`src/include/wdg_pkg.sv`:
```
// Shared constants for the watchdog device end and its host-side controller.
// Assumes both ends run on the same system clock (sys_clk, 25 MHz).
package wdg_pkg;

   // Counter width and device register addresses (control shares its address with reset status)
   localparam int WDG_CNT_W = 24;
   localparam logic [11:0] WDG_ADDR_CTL = 12'h0FF0;
   localparam logic [11:0] WDG_ADDR_UPPER = 12'h0FF1;
   localparam logic [11:0] WDG_ADDR_MID = 12'h0FF2;
   localparam logic [11:0] WDG_ADDR_LOW = 12'h0FF3;

   // Unlock pair written to the control address
   localparam logic [7:0] WDG_UNLOCK_1 = 8'h55;
   localparam logic [7:0] WDG_UNLOCK_2 = 8'hAA;

   // Reload byte positions inside the 24-bit value
   localparam int WDG_UPPER_LSB = 16;
   localparam int WDG_MID_LSB = 8;
   localparam int WDG_LOW_LSB = 0;

   // Reload reset value (upper, middle, low bytes concatenated)
   localparam logic [23:0] WDG_RELOAD_RST = 24'h00_0400;

   // Counter landmarks
   localparam logic [23:0] WDG_CNT_MAX = 24'h0F_FFFF;
   localparam logic [23:0] WDG_NO_REFRESH = 24'h00_0002;
   localparam logic [23:0] WDG_MIN_RELOAD = 24'h00_0004;
   localparam logic [23:0] WDG_CNT_ONE = 24'h00_0001;

   // Reset status byte: bit positions of the watchdog and stop flags
   localparam int WDG_STAT_WDG_BIT = 5;
   localparam int WDG_STAT_STOP_BIT = 4;

   // Host controller word offsets on AHB-Lite
   localparam logic [7:0] HOST_OFS_CMD = 8'h00;
   localparam logic [7:0] HOST_OFS_ADDR = 8'h04;
   localparam logic [7:0] HOST_OFS_WDATA = 8'h08;
   localparam logic [7:0] HOST_OFS_RDATA = 8'h0C;
   localparam logic [7:0] HOST_OFS_EVENT = 8'h10;

   // Host field positions
   localparam int HOST_CMD_REFRESH_BIT = 0;
   localparam int HOST_CMD_STOP_BIT = 1;
   localparam int HOST_RDATA_VALID_BIT = 8;
   localparam int HOST_EV_IRQ_BIT = 0;
   localparam int HOST_EV_RESET_BIT = 1;
   localparam int HOST_EV_SMR_BIT = 2;

   // Reload lock sequencer
   typedef enum logic [2:0] {
      LK_LOCKED,
      LK_GOT55,
      LK_OPEN,
      LK_GOT_UP,
      LK_GOT_MID
   } wdg_lock_t;

endpackage

```
`src/include/wdg_if.sv`:
```
// Link between the watchdog device end and the CPU-side controller.
// Assumes a single clock shared by both ends; all signals change after sys_clk rising edges.
`timescale 1ns/1ps
interface wdg_if;
   // Register access, one-cycle strobes from the controller
   logic reg_wr;
   logic reg_rd;
   logic [11:0] reg_addr;
   logic [7:0] reg_wdata;
   // Read data, valid the cycle after a read strobe
   logic [7:0] reg_rdata;
   // Refresh instruction pulse and stop mode level
   logic refresh;
   logic stop_mode;
   // Timeout responses, one-cycle pulses
   logic irq_req;
   logic reset_req;
   logic stop_recovery;

   modport dev (
      input reg_wr, reg_rd, reg_addr, reg_wdata, refresh, stop_mode,
      output reg_rdata, irq_req, reset_req, stop_recovery
   );

   modport host (
      output reg_wr, reg_rd, reg_addr, reg_wdata, refresh, stop_mode,
      input reg_rdata, irq_req, reset_req, stop_recovery
   );
endinterface

```
`src/rtl/wdg_dev.sv`:
```
// Watchdog device end: 24-bit reloadable down-counter clocked by ticks of an RC oscillator pin.
// Assumes the controller on wdg_if shares sys_clk; rc_osc and the option pins are asynchronous.
// Option pins should stay static; reloads below four are not blocked.
// Timeout responses are one-cycle pulses; the controller keeps them.
// Operation
// 24-bit reloadable retriggerable down-counting watchdog
// Only on/off; once enabled never disabled
// Always-on option starts counting after reset
// Counter decrements on RC oscillator ticks
// Reload is upper, middle, low bytes
// Refresh ignored at count two or below
// Software never programs reload below four
// First enable loads counter from reload
// Refresh reloads counter, counting then continues
// Timeout when counter reaches zero
// Option selects interrupt or reset response
// Interrupt mode: request interrupt, set flag
// Interrupt timeout sets counter to FFFFFh
// Status read clears timeout flag
// Interrupt in stop: recovery, interrupt, flags
// Reset mode: force system reset, flag
// Reset in stop: recovery, both flags
// Unlock pair 55h, AAh on control
// Software writes upper, middle, low uninterrupted
// Stray write relocks, refusing reload writes
// Debugger keeps refreshing to avoid timeout
// Reload byte reads return live count
// Oscillator ticks synchronised, none lost or doubled
`timescale 1ns/1ps
module wdg_dev
   import wdg_pkg::*;
(
   // Clock and reset
   input wire logic sys_clk,
   input wire logic sys_rst,
   // Oscillator and option pins, asynchronous
   input wire logic rc_osc,
   input wire logic always_on_option,
   input wire logic timeout_response_select,
   // CPU side
   wdg_if.dev bus
);

   // Whole state of the device end
   typedef struct packed {
      logic [1:0] osc_sync;       // Oscillator synchroniser
      logic osc_prev;             // Last synchronised oscillator level
      logic [1:0] ao_sync;        // Always-on option synchroniser
      logic [1:0] res_sync;       // Response select synchroniser
      logic enabled;              // Watchdog running
      logic [23:0] cnt;           // Live down-counter
      logic [23:0] reload;        // Stored reload value
      wdg_lock_t lock;            // Reload unlock sequencer
      logic wdg_flag;             // Timeout status flag
      logic stop_flag;            // Timeout happened in stop mode
      logic [7:0] rdata;          // Read data register
      logic irq;                  // Interrupt request pulse
      logic rst;                  // System reset request pulse
      logic smr;                  // Stop mode recovery pulse
   } wdg_dev_st_t;

   // Current state and its next value
   wdg_dev_st_t st_r;
   wdg_dev_st_t st_nxt;

   // Derived conditions
   logic tick;        // One sys_clk cycle per oscillator rising edge
   logic ao_on;       // Synchronised always-on option
   logic irq_mode;    // Synchronised response select, high selects interrupt
   logic timeout;     // Counter steps from one to zero this cycle
   logic refresh_ok;  // Refresh the counter accepts this cycle

   // Edge detect sees only the second synchroniser flop, so each oscillator rising edge gives one tick
   assign tick = st_r.osc_sync[1] & ~st_r.osc_prev;
   // Option levels after synchronisation
   assign ao_on = st_r.ao_sync[1];
   assign irq_mode = st_r.res_sync[1];
   // Refresh counts while off or above two; refused, it keeps the tick
   assign refresh_ok = bus.refresh & (~st_r.enabled | (st_r.cnt > WDG_NO_REFRESH));
   // Timeout on the step into zero; a refresh at one is refused, so cannot mask it
   assign timeout = st_r.enabled & tick & (st_r.cnt == WDG_CNT_ONE);

   // Outputs straight from flops
   // Read data holds until the next read
   assign bus.reg_rdata = st_r.rdata;
   assign bus.irq_req = st_r.irq;
   assign bus.reset_req = st_r.rst;
   assign bus.stop_recovery = st_r.smr;

   // Next-state logic
   always_comb begin
      st_nxt = st_r;
      // Every field holds unless a branch below changes it

      // Synchronisers: first flop feeds only the second
      // A changed option level takes effect two cycles late
      st_nxt.osc_sync = {st_r.osc_sync[0], rc_osc};
      st_nxt.osc_prev = st_r.osc_sync[1];
      st_nxt.ao_sync = {st_r.ao_sync[0], always_on_option};
      st_nxt.res_sync = {st_r.res_sync[0], timeout_response_select};

      // Response pulses last one cycle
      // Timeouts are at least four ticks apart when the reload is four or more
      st_nxt.irq = 1'b0;
      st_nxt.rst = 1'b0;
      st_nxt.smr = 1'b0;

      // Register writes drive the unlock sequencer
      if (bus.reg_wr) begin
         // Any write that is not the expected next step relocks
         st_nxt.lock = LK_LOCKED;
         if (bus.reg_addr == WDG_ADDR_CTL) begin
            // Control writes only steer the sequencer, no control bit changes
            if (bus.reg_wdata == WDG_UNLOCK_1) begin
               // A repeated 55h restarts at the second step
               st_nxt.lock = LK_GOT55;
            end else if (bus.reg_wdata == WDG_UNLOCK_2 && st_r.lock == LK_GOT55) begin
               st_nxt.lock = LK_OPEN;
            end
         end else if (bus.reg_addr == WDG_ADDR_UPPER && st_r.lock == LK_OPEN) begin
            // Upper byte is the most significant part of the reload value
            st_nxt.reload[WDG_UPPER_LSB +: 8] = bus.reg_wdata;
            st_nxt.lock = LK_GOT_UP;
         end else if (bus.reg_addr == WDG_ADDR_MID && st_r.lock == LK_GOT_UP) begin
            // Middle byte
            st_nxt.reload[WDG_MID_LSB +: 8] = bus.reg_wdata;
            st_nxt.lock = LK_GOT_MID;
         end else if (bus.reg_addr == WDG_ADDR_LOW && st_r.lock == LK_GOT_MID) begin
            // Low byte ends the sequence; the next change needs a new unlock
            st_nxt.reload[WDG_LOW_LSB +: 8] = bus.reg_wdata;
            st_nxt.lock = LK_LOCKED;
         end
      end

      // Register reads
      if (bus.reg_rd) begin
         // Unmapped addresses read zero
         st_nxt.rdata = 8'h00;
         if (bus.reg_addr == WDG_ADDR_CTL) begin
            // Reset status: reading returns both flags and clears them
            st_nxt.rdata[WDG_STAT_WDG_BIT] = st_r.wdg_flag;
            st_nxt.rdata[WDG_STAT_STOP_BIT] = st_r.stop_flag;
            st_nxt.wdg_flag = 1'b0;
            st_nxt.stop_flag = 1'b0;
         end else if (bus.reg_addr == WDG_ADDR_UPPER) begin
            // Reload byte addresses read back the live count, not the reload
            st_nxt.rdata = st_r.cnt[WDG_UPPER_LSB +: 8];
         end else if (bus.reg_addr == WDG_ADDR_MID) begin
            // Middle byte of the live count
            st_nxt.rdata = st_r.cnt[WDG_MID_LSB +: 8];
         end else if (bus.reg_addr == WDG_ADDR_LOW) begin
            // Bytes are read singly, so a running count can tear
            st_nxt.rdata = st_r.cnt[WDG_LOW_LSB +: 8];
         end
      end

      // Counter control; one of refresh, start, timeout or tick acts per cycle
      if (refresh_ok) begin
         if (!st_r.enabled) begin
            // First enable by refresh loads the reload value
            st_nxt.enabled = 1'b1;
            st_nxt.cnt = st_r.reload;
         end else begin
            // Refresh restarts the count from the reload; a refused one falls through to the tick
            st_nxt.cnt = st_r.reload;
         end
      end else if (!st_r.enabled) begin
         // Always-on option starts the counter with no refresh needed
         if (ao_on) begin
            st_nxt.enabled = 1'b1;
            st_nxt.cnt = st_r.reload;
         end
      end else if (timeout) begin
         // Flags set after the read clear above, so a timeout in the read cycle is kept
         st_nxt.wdg_flag = 1'b1;
         if (bus.stop_mode) begin
            // Wake the core from stop in either response mode
            st_nxt.smr = 1'b1;
            st_nxt.stop_flag = 1'b1;
         end
         if (irq_mode) begin
            // Interrupt response keeps counting from the maximum, not the reload
            st_nxt.irq = 1'b1;
            // 20-bit maximum; the top four bits clear
            st_nxt.cnt = WDG_CNT_MAX;
         end else begin
            // Reset response; a stop-mode timeout only recovers, no reset
            st_nxt.rst = ~bus.stop_mode;
            // Reload and run on; system reset comes from outside
            st_nxt.cnt = st_r.reload;
         end
      end else if (tick) begin
         // Plain down-count; once enabled there is no way back to off
         // Zero here only follows a reload below four
         st_nxt.cnt = st_r.cnt - WDG_CNT_ONE;
      end
   end

   // State register; enable is only ever set, never cleared except by reset
   // Synchronous reset brings back the default reload value
   always_ff @(posedge sys_clk) begin
      if (sys_rst) begin
         st_r <= '0;
         st_r.reload <= WDG_RELOAD_RST;
      end else begin
         st_r <= st_nxt;
      end
   end

endmodule

```
`src/flat_wrapper.sv`:
```
// flat-port wrapper written by rule: the top's interface ports become plain ports
module wdg_dev_flat import wdg_pkg::*;
  (sys_clk, sys_rst, rc_osc, always_on_option, timeout_response_select, bus_reg_wr, bus_reg_rd, bus_reg_addr, bus_reg_wdata, bus_refresh, bus_stop_mode, bus_reg_rdata, bus_irq_req, bus_reset_req, bus_stop_recovery);
  wdg_if bus_i ();
  input wire logic sys_clk;
  input wire logic sys_rst;
  input wire logic rc_osc;
  input wire logic always_on_option;
  input wire logic timeout_response_select;
  input wire logic [$bits(bus_i.reg_wr)-1:0] bus_reg_wr;
  input wire logic [$bits(bus_i.reg_rd)-1:0] bus_reg_rd;
  input wire logic [$bits(bus_i.reg_addr)-1:0] bus_reg_addr;
  input wire logic [$bits(bus_i.reg_wdata)-1:0] bus_reg_wdata;
  input wire logic [$bits(bus_i.refresh)-1:0] bus_refresh;
  input wire logic [$bits(bus_i.stop_mode)-1:0] bus_stop_mode;
  output wire logic [$bits(bus_i.reg_rdata)-1:0] bus_reg_rdata;
  output wire logic [$bits(bus_i.irq_req)-1:0] bus_irq_req;
  output wire logic [$bits(bus_i.reset_req)-1:0] bus_reset_req;
  output wire logic [$bits(bus_i.stop_recovery)-1:0] bus_stop_recovery;
  assign bus_i.reg_wr = bus_reg_wr;
  assign bus_i.reg_rd = bus_reg_rd;
  assign bus_i.reg_addr = bus_reg_addr;
  assign bus_i.reg_wdata = bus_reg_wdata;
  assign bus_i.refresh = bus_refresh;
  assign bus_i.stop_mode = bus_stop_mode;
  assign bus_reg_rdata = bus_i.reg_rdata;
  assign bus_irq_req = bus_i.irq_req;
  assign bus_reset_req = bus_i.reset_req;
  assign bus_stop_recovery = bus_i.stop_recovery;
  wdg_dev u_core (.sys_clk(sys_clk), .sys_rst(sys_rst), .rc_osc(rc_osc), .always_on_option(always_on_option), .timeout_response_select(timeout_response_select), .bus(bus_i));
endmodule
```
`config.mk`:
```
export PLATFORM = sky130hd
export DESIGN_NAME = wdg_dev_flat
export DESIGN_NICKNAME = d
export VERILOG_FILES = /design/src/include/wdg_pkg.sv /design/src/include/wdg_if.sv /design/src/rtl/wdg_dev.sv /design/src/flat_wrapper.sv
export SDC_FILE = /design/constraint.sdc
export NUM_CORES = 1
export LEC_CHECK = 0
export ABC_CLOCK_PERIOD_IN_PS = 5480
export BUFFER_PORTS_ARGS = -buffer_cell sky130_fd_sc_hd__buf_4
export CORE_MARGIN = 3
export CORE_UTILIZATION = 30
export DETAILED_ROUTE_END_ITERATION = 16
export PLACE_DENSITY = 0.44
export SYNTH_ARGS = -nofsm -noshare
export SYNTH_HDL_FRONTEND = slang
export SYNTH_SLANG_ARGS = --single-unit
```
`constraint.sdc`:
```
create_clock -name sys_clk -period 5.48 [get_ports sys_clk]
set_input_delay 1.096 -clock sys_clk [delete_from_list [all_inputs] [get_ports sys_clk]]
set_output_delay 1.096 -clock sys_clk [all_outputs]
set_load 0.02 [all_outputs]
```
==> flow_summary.json <==
{
  "worstReg2RegStart": "u_core.st_r[64]",
  "place_congestion": 0.843,
  "final-hold-violation-count": 0,
  "first_iter_violations": 187,
  "cp_max_fo": 20,
  "netlist_area_sq_um": 3970,
  "seq_area_sq_um": 1440,
  "cts_setup_buffers": 0,
  "yosys.cell_types.count": 67,
  "initial_core_util": 0.311,
  "antenna_cells": 0,
  "grt_pass1_vias": 3369,
  "die_w_microns": 121,
  "vdd_drop_max_mv": 0.0997,
  "synth_enable_flop_cells": 0,
  "cts_tree": "done",
  "drc": 0,
  "area_growth_syn_to_layout_pct": 14.6,
  "setup_tns_ns": 0,
  "tightest_slew_ns": 1.08,
  "synth.most_common_cell": "dfxtp_1",
  "routed_wl_microns": 12400,
  "cp.arrival_ns": 3.56,
  "start_kind": "flop",
  "crit_path_cell_trace": "nor4b_1 > and4_1 > a21oi_1 > buf_4 > nor2_2 > nor3_1 > a2111oi_1",
  "clock.fmax_mhz": 300,
  "clock_sinks": 72,
  "min_period_ns": 3.34,
  "core_area_sq_um": 12800,
  "crit_slowest_cell": "nor2_2",
  "cts_resized": 0,
  "cpLargestDelayFamily": "simple AND/OR/NAND/NOR gates",
  "nets": 513,
  "synth_top_area_share": 0.363,
  "setup_viol": 0,
  "pre_cts_ws_ns": 1.97,
  "rows": 41,
  "clk-insertion-delay-late_ns": 0.34,
  "grt_max_degree": 76,
  "r2r_setup_slack_ns": 2.14,
  "postSynthCellCount": 466,
  "syn-num-nets": 498,
  "ys.flop_type": "dfxtp_1",
  "grt_usage": 0.172,
  "vias": 3586,
  "io_pins": 40,
  "io_buffers": 39,
  "placedCellCount": 641,
  "synth_commonest_cells": "dfxtp_1, nor2_1, a21oi_1",
  "fillCellCount": 1342,
  "antenna_found_initial": 0,
  "final.setup_skew_ns": 0.00645,
  "grt_pass1_wl_microns": 19300,
  "max_stage_delay_ns": 0.76,
  "fin_area_sq_um": 4550,
  "clk_pin_slew_ns": 0.06,
  "r2r_cells": 7,
  "status": "finished, final reports clean",
  "hold_buffers": 0,
  "dp_hpwl_microns": 8830,
  "p_leak_uw": 0.00170,
  "maxSlewViolCount": 0,
  "finalCritPeriodShare": 0.609,
  "grt_overflow": 0,
  "path_class": "flop to flop",
  "setup_slack_ns": 2.14,
  "hold_depth": 1,
  "synth-seq-cells": 72,
  "required_ns": 5.70,
  "die_area_sq_um": 14700,
  "min_from": "u_core.st_nxt[71]",
  "dr.pass1.iters": 5,
  "whs_ns": 0.431,
  "rsz0062_at_grt": "no",
  "timing.slew.headroom": 0.282,
  "place_area_sq_um": 4300,
  "critical_path_buf_inv_count": 1,
  "async_flop_share": 0,
  "vias_per_cell": 5.47,
  "clock-root-buffer": "clkbuf_16",
  "layout.cells.non_filler": 655,
  "cts_buffers": 9,
  "wl_per_cell_microns": 19.0,
  "die_h_microns": 121,
  "end_kind": "flop",
  "power_density_nw_per_um2": 294,
  "multiInputGateArea_sq_um": 2310,
  "clockBufferDepth": 2,
  "layout-drive-gt1-share": 0.164,
  "max_cap_violations": 0,
  "syn_area_per_cell_sq_um": 8.52,
  "hold_path.class": "flop to flop",
  "synth_area_leaders": "dfxtp_1, a21oi_1, mux2i_1",
  "ys_warn_count": 0,
  "antenna_left": 0,
  "cts_htree_levels": 3,
  "timing.rr.end": "u_core.st_r[42]",
  "min_to": "u_core.st_nxt[69]",
  "synth_top_area_cell": "dfxtp_1",
  "seq_area_frac_synth": 0.363
}
-- power by group --
| group | switching [uW] | total [uW] | internal [uW] |
|---|---|---|---|
| clock network | 216 | 513 | 297 |
| registers | 35.4 | 577 | 542 |
| logic | 143 | 246 | 103 |
| total | 395 | 1340 | 943 |
-- worst reg2reg max path: stages (launching register included) --
cell       delay, ns
dfxtp_1         0.70
nor4b_1         0.57
and4_1          0.37
a21oi_1         0.09
buf_4           0.20
nor2_2          0.76
nor3_1          0.15
a2111oi_1       0.38
-- area by class of cell --
type                            instances  area share
Multi-Input combinational cell        349       0.508
Inverter                                7     0.00578
Tap cell                              172      0.0473
Timing Repair Buffer                   42      0.0688
Sequential cell                        72       0.317
Clock buffer                           11      0.0512
Clock inverter                          2     0.00220
-- cells by family (layout without fill, tap and decap cells) --
logic type	after synthesis	in the layout	synth area share
and+or+nand+nor	194	194	0.273
adders and majority gates	3	3	0.00945
DFF	72	72	0.363
xor gates and xnor gates	17	17	0.0375
muxes	27	27	0.0709
AOI/OAI and AO/OA	108	108	0.190
buffers and inverters	45	62	0.0558
-- sequential cells by signal, summed over array words and instances (netlist names) --
signal                    count
u_core.bus.stop_recovery      1
u_core.st_r                  55
u_core.bus.irq_req            1
u_core.irq_mode               1
u_core.bus.reg_rdata          8
u_core.ao_on                  1
u_core.st_nxt                 4
u_core.bus.reset_req          1
-- per-stage QoR --
step	utilization	power [uW]
final	0.356	1340
after floorplan	-	756
after detailed placement	0.337	832
after global placement	0.337	832
after CTS	0.356	1350
after global routing	0.356	1400
-- metal layers --
layer | routed length [microns] | vias to the layer above | track usage
met5 | 0 | - | 0
met4 | 223 | 0 | 0.0588
met3 | 419 | 16 | 0.0266
met2 | 5650 | 85 | 0.264
met1 | 6160 | 1735 | 0.247
li1 | - | 1750 | -
-- layout by cell type (no fill, tap or decap), drive strengths merged, types with 3 or more instances in the layout --
cell type	synthesis	routed
nor4	10	10
xor2	8	8
o21ai	10	10
ha	3	3
nor2	46	46
a211o	5	5
clkbuf	24	12
and3	3	3
nor2b	12	12
xnor2	9	9
mux2i	18	18
nand2b	11	11
nor3b	3	3
a221oi	7	7
a21oi	41	41
nand4	7	7
buf	14	41
o41ai	4	4
dfxtp	72	72
mux2	9	9
nand3	13	13
nor3	27	27
nand2	33	33
a22o	6	6
inv	6	6
nand3b	4	4
nor4bb	4	4
a211oi	11	11
or4	5	5
o22ai	7	7
clkinv	1	3
or3	5	5
and4	3	3
-- worst max-delay path by stage --
stage / cells after the start / to / from
after global routing: 7 / u_core.st_r[42] / u_core.st_r[64]
after CTS: 7 / u_core.st_r[42] / u_core.st_r[64]
after floorplan: 7 / u_core.st_r[24] / bus_reg_addr[3]
after global placement: 7 / u_core.st_r[24] / bus_reg_addr[3]
after detailed placement: 7 / u_core.st_r[24] / bus_reg_addr[3]
final: 7 / u_core.st_r[42] / u_core.st_r[64]
No activity file was read; power rests on OpenSTA's default activity.
